==> config.mk <==
export PLATFORM = sky130hd
export DESIGN_NAME = lcf_top
export DESIGN_NICKNAME = d
export VERILOG_FILES = /design/src/include/lcf_pkg.sv /design/src/lcf_top.sv /design/src/lcf_deglitch.sv /design/src/lcf_timer.sv
export SDC_FILE = /design/constraint.sdc
export NUM_CORES = 1
export LEC_CHECK = 0
export BUFFER_PORTS_ARGS = -buffer_cell sky130_fd_sc_hd__buf_2
export CELL_PAD_IN_SITES_DETAIL_PLACEMENT = 1
export CELL_PAD_IN_SITES_GLOBAL_PLACEMENT = 1
export CORE_MARGIN = 10
export CORE_UTILIZATION = 25
export CTS_CLUSTER_SIZE = 16
export DETAILED_ROUTE_END_ITERATION = 8
export PLACE_DENSITY_LB_ADDON = 0.25
export RECOVER_POWER = 50
export SKIP_LAST_GASP = 1
export SLEW_MARGIN = 20
export SYNTH_ARGS = -nofsm -noshare
export SYNTH_HDL_FRONTEND = slang
export SYNTH_SLANG_ARGS = --single-unit
export TNS_END_PERCENT = 1
==> constraint.sdc <==
create_clock -name mclk -period 22.7 [get_ports mclk]
set_clock_uncertainty 0.15 [all_clocks]
set_input_delay 2.27 -clock mclk [delete_from_list [all_inputs] [get_ports mclk]]
set_output_delay 2.27 -clock mclk [all_outputs]
set_load 0.1 [all_outputs]
==> src/include/lcf_pkg.sv <==
// Constants for the lock current fault response block
package lcf_pkg;
    // ------------------------------------------------------------
    // Register map
    // ------------------------------------------------------------
    localparam logic [3:0]  ADDR_CONFIG = 4'h0;
    localparam logic [3:0]  ADDR_STATUS = 4'h1;
    localparam logic [3:0]  ADDR_MASK   = 4'h2;
    localparam logic [3:0]  ADDR_CTRL   = 4'h3;
    localparam logic [31:0] CONFIG_RST  = 32'h0000_0000;
    localparam logic [31:0] CONFIG_WMSK = 32'h7FFF_FFFF;
    localparam int MODE_HI  = 18;
    localparam int MODE_LO  = 15;
    localparam int DEG_HI   = 14;
    localparam int DEG_LO   = 11;
    localparam int RETRY_HI = 10;
    localparam int RETRY_LO = 7;
    localparam int THR_HI   = 22;
    localparam int THR_LO   = 19;
    localparam int CTRL_CLR  = 0;
    localparam int CTRL_LIM_LO = 8;
    localparam int CTRL_LIM_HI = 11;
    localparam int ST_EVENT = 0;
    localparam int ST_LATCH = 1;
    localparam int ST_CLEAR = 2;
    localparam int ST_W     = 3;
    // ------------------------------------------------------------
    // Timing
    // ------------------------------------------------------------
    localparam int CLK_KHZ = 125000;
    localparam int US_W    = 24;
    localparam int MS_W    = 14;
    localparam int CYC_PER_US = CLK_KHZ / 1000;
    // Response codes
    localparam logic [3:0] MODE_REPORT = 4'h8;
    typedef enum logic [1:0] {LCF_IDLE, LCF_ACTIVE, LCF_LATCHED} lcf_state_t;
endpackage : lcf_pkg

==> src/lcf_top.sv <==
// Lock current fault response with Avalon-MM register slave
`timescale 1ns/100ps
module lcf_top #(
    parameter int US_SCALE  = 125,
    parameter int US_PER_MS = 1000,
    parameter int ADC_W     = 12
) (
    input  wire logic             mclk,
    input  wire logic             rst,
    input  wire logic [3:0]       avs_address,
    input  wire logic             avs_read,
    input  wire logic             avs_write,
    input  wire logic [31:0]      avs_writedata,
    input  wire logic [3:0]       avs_byteenable,
    output logic [31:0]           avs_readdata,
    output logic                  avs_waitrequest,
    input  wire logic [ADC_W-1:0] phase_current,
    input  wire logic [ADC_W-1:0] full_scale_current,
    input  wire logic             sample_valid,
    output logic [2:0]            gate_hs,
    output logic [2:0]            gate_ls,
    output logic                  gate_tristate,
    output logic                  fault_out_n,
    output logic                  irq
);
    localparam int DW = 28;
    localparam int TW = 34;

    logic [31:0] cfg_reg, cfg_next;
    logic [lcf_pkg::ST_W-1:0] sts_reg, sts_next, msk_reg, msk_next;
    logic [3:0]  lim_reg, lim_next;
    logic        ack_reg, ack_next;
    logic [31:0] rd_reg, rd_next;
    logic        over_reg, over_next;
    lcf_pkg::lcf_state_t st_reg, st_next;
    logic [3:0]  rcnt_reg, rcnt_next;
    logic        brk_reg, brk_next;
    logic        tri_reg, tri_next;
    logic        flt_reg, flt_next;

    logic [3:0]  mode, deg, rsel, thr;
    logic        ev, rdone, sw_clr;
    logic [DW-1:0] deg_cyc;
    logic [TW-1:0] retry_cyc;
    logic [lcf_pkg::US_W-1:0] deg_us;
    logic [lcf_pkg::MS_W-1:0] retry_ms;
    logic [6:0]  pct;
    logic [ADC_W+6:0] lhs, rhs;
    logic        mode_dis, mode_brk, mode_retry, mode_rep;
    logic        sel_ok;

    assign mode = cfg_reg[lcf_pkg::MODE_HI:lcf_pkg::MODE_LO];
    assign deg  = cfg_reg[lcf_pkg::DEG_HI:lcf_pkg::DEG_LO];
    assign rsel = cfg_reg[lcf_pkg::RETRY_HI:lcf_pkg::RETRY_LO];
    assign thr  = cfg_reg[lcf_pkg::THR_HI:lcf_pkg::THR_LO];

    // ------------------------------------------------------------
    // Code tables
    // ------------------------------------------------------------
    always_comb begin
        unique case (deg)
            4'h0: deg_us = 24'h000000;
            4'h1: deg_us = 24'h000064;
            4'h2: deg_us = 24'h0000C8;
            4'h3: deg_us = 24'h0001F4;
            4'h4: deg_us = 24'h0003E8;
            4'h5: deg_us = 24'h0009C4;
            4'h6: deg_us = 24'h001388;
            4'h7: deg_us = 24'h001D4C;
            4'h8: deg_us = 24'h002710;
            4'h9: deg_us = 24'h0061A8;
            4'hA: deg_us = 24'h00C350;
            4'hB: deg_us = 24'h0124F8;
            4'hC: deg_us = 24'h0186A0;
            4'hD: deg_us = 24'h030D40;
            4'hE: deg_us = 24'h07A120;
            4'hF: deg_us = 24'h0F4240;
        endcase
    end

    always_comb begin
        unique case (rsel)
            4'h0:    retry_ms = 14'h012C;
            4'h1:    retry_ms = 14'h01F4;
            4'h2:    retry_ms = 14'h03E8;
            4'hF:    retry_ms = 14'h32C8;
            default: retry_ms = 14'((rsel - 4'h1) * 14'h03E8);
        endcase
    end

    always_comb begin
        unique case (thr)
            4'h0: pct = 7'h05;
            4'h1: pct = 7'h0A;
            4'h2: pct = 7'h0F;
            4'h3: pct = 7'h14;
            4'h4: pct = 7'h19;
            4'h5: pct = 7'h1E;
            4'h6: pct = 7'h28;
            4'h7: pct = 7'h32;
            4'h8: pct = 7'h3C;
            4'h9: pct = 7'h41;
            4'hA: pct = 7'h46;
            4'hB: pct = 7'h4B;
            4'hC: pct = 7'h50;
            4'hD: pct = 7'h55;
            4'hE: pct = 7'h5A;
            4'hF: pct = 7'h5F;
        endcase
    end

    assign deg_cyc   = DW'(deg_us * 32'(US_SCALE));
    assign retry_cyc = TW'(64'(retry_ms) * 64'(US_SCALE) * 64'(US_PER_MS));
    assign lhs = (ADC_W+7)'(phase_current) * (ADC_W+7)'(7'h64);
    assign rhs = (ADC_W+7)'(full_scale_current) * (ADC_W+7)'(pct);

    always_comb begin
        mode_dis   = 1'b0;
        mode_brk   = 1'b0;
        mode_retry = 1'b0;
        mode_rep   = 1'b0;
        unique case (mode)
            4'h0, 4'h1: mode_brk = 1'b0;
            4'h2, 4'h3: mode_brk = 1'b1;
            4'h4, 4'h5: mode_retry = 1'b1;
            4'h6, 4'h7: begin
                mode_retry = 1'b1;
                mode_brk   = 1'b1;
            end
            lcf_pkg::MODE_REPORT: mode_rep = 1'b1;
            default: mode_dis = 1'b1;
        endcase
    end
    assign sel_ok = !mode_dis;

    // ------------------------------------------------------------
    // Threshold compare and filter
    // ------------------------------------------------------------
    always_comb begin
        over_next = over_reg;
        if (sample_valid) begin
            over_next = lhs > rhs;
        end
    end

    lcf_deglitch #(.CNT_W(DW)) u_deg (
        .mclk    (mclk),
        .rst     (rst),
        .cond    (over_reg && sel_ok && st_reg == lcf_pkg::LCF_IDLE),
        .need    (deg_cyc),
        .event_p (ev)
    );

    lcf_timer #(.CNT_W(TW)) u_tmr (
        .mclk (mclk),
        .rst  (rst),
        .run  (st_reg == lcf_pkg::LCF_ACTIVE && mode_retry),
        .need (retry_cyc),
        .done (rdone)
    );

    // ------------------------------------------------------------
    // Fault state machine
    // ------------------------------------------------------------
    always_comb begin
        st_next   = st_reg;
        rcnt_next = rcnt_reg;
        brk_next  = 1'b0;
        tri_next  = 1'b0;
        flt_next  = 1'b0;
        unique case (st_reg)
            lcf_pkg::LCF_IDLE: begin
                if (ev && !mode_rep) begin
                    st_next = mode_retry ? lcf_pkg::LCF_ACTIVE : lcf_pkg::LCF_LATCHED;
                end
            end
            lcf_pkg::LCF_ACTIVE: begin
                if (!mode_retry || !sel_ok) begin
                    st_next = lcf_pkg::LCF_IDLE;
                end else if (rdone) begin
                    if (rcnt_reg >= lim_reg) begin
                        st_next = lcf_pkg::LCF_LATCHED;
                    end else begin
                        rcnt_next = rcnt_reg + 4'h1;
                        st_next   = lcf_pkg::LCF_IDLE;
                    end
                end
            end
            lcf_pkg::LCF_LATCHED: begin
                if (sw_clr) begin
                    st_next   = lcf_pkg::LCF_IDLE;
                    rcnt_next = 4'h0;
                end
            end
        endcase
        if (st_next != lcf_pkg::LCF_IDLE) begin
            flt_next = 1'b1;
            brk_next = mode_brk;
            tri_next = !mode_brk;
        end else if (mode_rep && over_reg) begin
            flt_next = ev || flt_reg;
        end
    end

    always_ff @(posedge mclk or posedge rst) begin
        if (rst) begin
            st_reg   <= lcf_pkg::LCF_IDLE;
            rcnt_reg <= 4'h0;
            brk_reg  <= 1'b0;
            tri_reg  <= 1'b0;
            flt_reg  <= 1'b0;
            over_reg <= 1'b0;
        end else begin
            st_reg   <= st_next;
            rcnt_reg <= rcnt_next;
            brk_reg  <= brk_next;
            tri_reg  <= tri_next;
            flt_reg  <= flt_next;
            over_reg <= over_next;
        end
    end

    assign gate_hs       = 3'h0;
    assign gate_ls       = {3{brk_reg}};
    assign gate_tristate = tri_reg;
    assign fault_out_n   = !flt_reg;

    // ------------------------------------------------------------
    // Register slave
    // ------------------------------------------------------------
    assign sw_clr = avs_write && !ack_reg && avs_address == lcf_pkg::ADDR_CTRL
                    && avs_byteenable[0] && avs_writedata[lcf_pkg::CTRL_CLR];

    always_comb begin
        cfg_next = cfg_reg;
        msk_next = msk_reg;
        lim_next = lim_reg;
        rd_next  = rd_reg;
        ack_next = (avs_read || avs_write) && !ack_reg;
        sts_next = sts_reg;
        if (avs_read && !ack_reg) begin
            unique case (avs_address)
                lcf_pkg::ADDR_CONFIG: rd_next = cfg_reg;
                lcf_pkg::ADDR_STATUS: begin
                    rd_next  = 32'(sts_reg);
                    sts_next = '0;
                end
                lcf_pkg::ADDR_MASK:   rd_next = 32'(msk_reg);
                lcf_pkg::ADDR_CTRL:   rd_next = {20'h00000, lim_reg, 8'h00};
                default:              rd_next = 32'h0000_0000;
            endcase
        end
        if (avs_write && !ack_reg) begin
            for (int b = 0; b < 4; b++) begin
                if (avs_byteenable[b] && avs_address == lcf_pkg::ADDR_CONFIG) begin
                    cfg_next[b*8 +: 8] = avs_writedata[b*8 +: 8]
                                         & lcf_pkg::CONFIG_WMSK[b*8 +: 8];
                end
            end
            if (avs_address == lcf_pkg::ADDR_MASK && avs_byteenable[0]) begin
                msk_next = avs_writedata[lcf_pkg::ST_W-1:0];
            end
            if (avs_address == lcf_pkg::ADDR_CTRL && avs_byteenable[1]) begin
                lim_next = avs_writedata[lcf_pkg::CTRL_LIM_HI:lcf_pkg::CTRL_LIM_LO];
            end
        end
        if (ev) begin
            sts_next[lcf_pkg::ST_EVENT] = 1'b1;
        end
        if (st_next == lcf_pkg::LCF_LATCHED && st_reg != lcf_pkg::LCF_LATCHED) begin
            sts_next[lcf_pkg::ST_LATCH] = 1'b1;
        end
        if (st_reg == lcf_pkg::LCF_ACTIVE && st_next == lcf_pkg::LCF_IDLE) begin
            sts_next[lcf_pkg::ST_CLEAR] = 1'b1;
        end
    end

    always_ff @(posedge mclk or posedge rst) begin
        if (rst) begin
            cfg_reg <= lcf_pkg::CONFIG_RST;
            msk_reg <= '0;
            lim_reg <= 4'h0;
            sts_reg <= '0;
            ack_reg <= 1'b0;
            rd_reg  <= 32'h0000_0000;
        end else begin
            cfg_reg <= cfg_next;
            msk_reg <= msk_next;
            lim_reg <= lim_next;
            sts_reg <= sts_next;
            ack_reg <= ack_next;
            rd_reg  <= rd_next;
        end
    end

    assign avs_waitrequest = (avs_read || avs_write) && !ack_reg;
    assign avs_readdata    = rd_reg;
    assign irq             = |(sts_reg & msk_reg);

    // ------------------------------------------------------------
    // Checks
    // ------------------------------------------------------------
    property p_reset_mode;
        @(posedge mclk) $fell(rst) |-> mode == 4'h0;
    endproperty
    a_reset_mode: assert property (p_reset_mode) else $error("mode not zero");

    property p_tristate;
        @(posedge mclk) disable iff (rst)
            (ev && !mode_brk && !mode_rep && !mode_dis) |=> gate_tristate && !fault_out_n;
    endproperty
    a_tristate: assert property (p_tristate) else $error("no tristate");

    property p_brake;
        @(posedge mclk) disable iff (rst)
            (ev && mode_brk && !mode_rep) |=> gate_ls == 3'h7 && !fault_out_n;
    endproperty
    a_brake: assert property (p_brake) else $error("no brake");

    property p_hs_off;
        @(posedge mclk) disable iff (rst) gate_ls != 3'h0 |-> gate_hs == 3'h0 && !gate_tristate;
    endproperty
    a_hs_off: assert property (p_hs_off) else $error("bad brake drive");

    property p_latch_hold;
        @(posedge mclk) disable iff (rst)
            (st_reg == lcf_pkg::LCF_LATCHED && !sw_clr) |=> st_reg == lcf_pkg::LCF_LATCHED;
    endproperty
    a_latch_hold: assert property (p_latch_hold) else $error("latch lost");

    property p_retry_limit;
        @(posedge mclk) disable iff (rst)
            (st_reg == lcf_pkg::LCF_ACTIVE && rdone && rcnt_reg >= lim_reg && mode_retry && sel_ok)
            |=> st_reg == lcf_pkg::LCF_LATCHED;
    endproperty
    a_retry_limit: assert property (p_retry_limit) else $error("limit ignored");

    property p_report;
        @(posedge mclk) disable iff (rst) mode_rep && st_reg == lcf_pkg::LCF_IDLE
            |=> gate_ls == 3'h0 && !gate_tristate;
    endproperty
    a_report: assert property (p_report) else $error("report acted");

    property p_disabled;
        @(posedge mclk) disable iff (rst) mode_dis |=> !ev;
    endproperty
    a_disabled: assert property (p_disabled) else $error("disabled raised event");
endmodule : lcf_top

==> src/lcf_deglitch.sv <==
// Persistence filter for the over-threshold condition
`timescale 1ns/100ps
module lcf_deglitch #(
    parameter int CNT_W = 28
) (
    input  wire logic             mclk,
    input  wire logic             rst,
    input  wire logic             cond,
    input  wire logic [CNT_W-1:0] need,
    output logic                  event_p
);
    logic [CNT_W-1:0] cnt_reg;
    logic [CNT_W-1:0] cnt_next;
    logic             ev_reg;
    logic             ev_next;

    // ------------------------------------------------------------
    // Counter, restarts on any drop
    // ------------------------------------------------------------
    always_comb begin
        cnt_next = cnt_reg;
        ev_next  = 1'b0;
        if (!cond) begin
            cnt_next = '0;
        end else if (cnt_reg >= need) begin
            ev_next  = 1'b1;
            cnt_next = '0;
        end else begin
            cnt_next = cnt_reg + 1'b1;
        end
    end

    always_ff @(posedge mclk or posedge rst) begin
        if (rst) begin
            cnt_reg <= '0;
            ev_reg  <= 1'b0;
        end else begin
            cnt_reg <= cnt_next;
            ev_reg  <= ev_next;
        end
    end

    assign event_p = ev_reg;

    property p_drop_clears;
        @(posedge mclk) disable iff (rst) !cond |=> cnt_reg == '0;
    endproperty
    a_drop_clears: assert property (p_drop_clears) else $error("filter not restarted");
endmodule : lcf_deglitch

==> src/lcf_timer.sv <==
// Retry interval timer
`timescale 1ns/100ps
module lcf_timer #(
    parameter int CNT_W = 34
) (
    input  wire logic             mclk,
    input  wire logic             rst,
    input  wire logic             run,
    input  wire logic [CNT_W-1:0] need,
    output logic                  done
);
    logic [CNT_W-1:0] cnt_reg;
    logic [CNT_W-1:0] cnt_next;

    // ------------------------------------------------------------
    // Count while running
    // ------------------------------------------------------------
    always_comb begin
        cnt_next = '0;
        if (run && cnt_reg < need) begin
            cnt_next = cnt_reg + 1'b1;
        end
    end

    always_ff @(posedge mclk or posedge rst) begin
        if (rst) begin
            cnt_reg <= '0;
        end else begin
            cnt_reg <= cnt_next;
        end
    end

    assign done = run && (cnt_reg >= need);
endmodule : lcf_timer

==> impl_metrics.json <==
{
  "synth-xor-area-share_pct": 6.819,
  "drc_errors": 0,
  "htree_levels": 4,
  "synthTopCellsByArea": "ha_1 21%, fa_1 21%, dfrtp_1 17%, inv_1 6.9%, nand2_1 3.9%",
  "largest_reg_flops": 34,
  "routedWlPerCell_microns": 15.27,
  "relSlewSlack_pct": -187.5,
  "arrival_ns": 15.10,
  "max_freq_ghz": 0.06694,
  "cts_tree": "done",
  "io_pins": 111,
  "clk_pin_slew_worst_paths_ns": 0.07,
  "place_hpwl_microns": 45450,
  "grt_pass1_wl_microns": 91700,
  "min_period_ns": 14.94,
  "clock_path_buffers": 2,
  "criticalPathCategory": "flop to flop",
  "synth_top_area_share_pct": 20.93,
  "final_common_cell": "inv_1",
  "worst_slew_pin_slew_ns": 4.312,
  "finalHoldViolations": 0,
  "grt_pass1_vias": 17770,
  "slew_violations": 210,
  "syn_area_per_cell_sq_um": 9.127,
  "final_cells": 3475,
  "yosys.area.top_type": "ha_1",
  "drt-pass1-iter-count": 4,
  "die_w_microns": 309.3,
  "critPathMaxFanout": 12,
  "top_layer": "met5",
  "coreArea_sq_um": 83290,
  "cts_resized": 0,
  "ys_types": 72,
  "die_h_microns": 309.3,
  "path_common_cell": "ha_1",
  "status": "finished with violations",
  "cts_hold_buf": 0,
  "synth-seq-cells": 146,
  "postCtsSetupBuffers": 0,
  "vias": 15650,
  "syn_inst": 2292,
  "root_buffer": "clkbuf_16",
  "synth_enable_flop_cells": 0,
  "wl_microns": 53060,
  "slowest_stage": "fa_1",
  "grt_max_degree": 80,
  "clock_latency_ns": 0.45,
  "synthArstFlopShare_pct": 100.0,
  "met1Wirelength_microns": 25690,
  "drv_cap": 3,
  "drt_iter0_markers": 442,
  "hold_class": "flop to flop",
  "synthAdderAreaFrac_pct": 41.84,
  "synth-compound-area-share_pct": 11.11,
  "port_buffers": 105,
  "placedCellCount": 3441,
  "mostFrequentLayoutCells": "382 x inv_1, 350 x ha_1, 218 x nand2_1, 218 x fa_1, 146 x dfrtp_1",
  "syn_area_sq_um": 20920,
  "ys.flop_type": "dfrtp_1",
  "ys_warn_count": 0,
  "setup_violations": 0,
  "fin_nets": 3017,
  "dieArea_sq_um": 95640,
  "violations": "capacitance limit, slew limit",
  "syn2layout_area_growth_pct": 11.23,
  "clkSinkCount": 146,
  "fillers": 9743,
  "final_cell_area_sq_um": 23270,
  "critPathRequiredTime_ns": 22.87,
  "drive_above_1_share_pct": 7.982,
  "rsz0062_at_grt": "no",
  "ant_nets": 0,
  "synthMuxAreaShare_pct": 1.998,
  "dr_wl_met2_microns": 25180,
  "gp_congestion": 0.7656,
  "min_period_over_period_pct": 65.81,
  "antenna_found_initial": 11,
  "gr-total-overflow": 0,
  "start_util_pct": 25.12,
  "grt_usage_pct": 11.59,
  "critPathMaxStageDelay_ns": 0.56,
  "synth_top_family_by_area": "adder cells",
  "cts_buffers": 17,
  "wl_met3_microns": 1546,
  "vias_per_cell": 4.504,
  "end_kind": "flop",
  "setup_tns_ns": 0,
  "seq_area_frac_synth_pct": 17.47,
  "synthSimpleGateAreaFrac_pct": 12.76,
  "critPathLaunchType": "flop",
  "place_area_sq_um": 22670,
  "row_count": 106
}
## cell families (layout without fill, tap and decap cells)
family | after synthesis | count (layout)
AOI/OAI and AO/OA | 360 | 360
DFF | 146 | 146
and+or+nand+nor | 579 | 579
muxes | 38 | 38
xor gates and xnor gates | 162 | 162
buffers and inverters | 437 | 533
adders and majority gates | 569 | 569
other | 1 | 8
## area by class of cell
type,instances,area (sq um),share of cell area (%)
Clock buffer,17,425.4,1.828
Sequential cell,146,3654,15.70
Multi-Input combinational cell,1714,15620,67.13
Clock inverter,15,186.4,0.8012
Antenna cell,2,5.005,0.02151
Inverter,389,1461,6.281
Timing Repair Buffer,112,564.3,2.425
Tap cell,1080,1351,5.808
## per-stage QoR
stage                     hold slack [ns]  util, %  worst slack (ns)
after floorplan                    0.3046        -             9.897
after global placement             0.2919    27.22             7.768
after detailed placement           0.3055    27.22             7.700
after CTS                          0.3159    27.95             7.611
after global routing               0.3568    27.93             6.583
final                              0.3133    27.94             7.762
## worst max-delay path, delay by kind of cell (launching register included)
family / cells / cell delay, ns
AO/OA/AOI/OAI: 18 / 4.11
flip-flops: 1 / 0.50
XOR/XNOR: 3 / 0.59
adder cells (fa/ha/maj): 17 / 6.72
buffers and inverters: 8 / 1.31
AND/OR/NAND/NOR: 5 / 1.41
## path summary, 6_finish.rpt
path                       slack [ns]  cells past startpoint        from                to
hold / removal                   0.31                      1     ack_reg           ack_reg
min in group asynchronous        2.62                      2         rst  u_deg.cnt_reg[2]
max in group asynchronous       14.59                      3         rst  avs_readdata[26]
setup / recovery                 7.76                     51  cfg_reg[7]           flt_reg
setup reg to reg                 7.76                     51  cfg_reg[7]           flt_reg
hold reg to reg                  0.31                      1     ack_reg           ack_reg
## synth_stat cells, types with 6 or more instances
master and n:
inv_1 383, ha_1 350, fa_1 218, nand2_1 218, dfrtp_1 146, nor2_1 137
a21oi_1 92, xor2_1 82, xnor2_1 79, o21ai_0 72, nand3_1 52, a21o_1 50
and2_1 35, clkbuf_1 35, mux2_2 30, o21a_1 24, and3_1 23, nor3_1 22
nand4_1 20, o21ai_1 20, nor2b_1 18, nand2b_1 16, a31oi_1 14, or3_1 14
o21bai_1 13, a211oi_1 10, mux2i_1 8, o211ai_1 8, buf_4 7, inv_2 6
or2_2 6
## metal layers
layer	GRT usage, %	up-vias
met2	19.82	153
li1	-	7684
met4	2.349	8
met5	0	-
met3	1.595	46
met1	15.42	7760
Power is left out: the tool's default activity adds up to more than one toggle a clock period on the data nets, which glitch-free logic cannot reach.
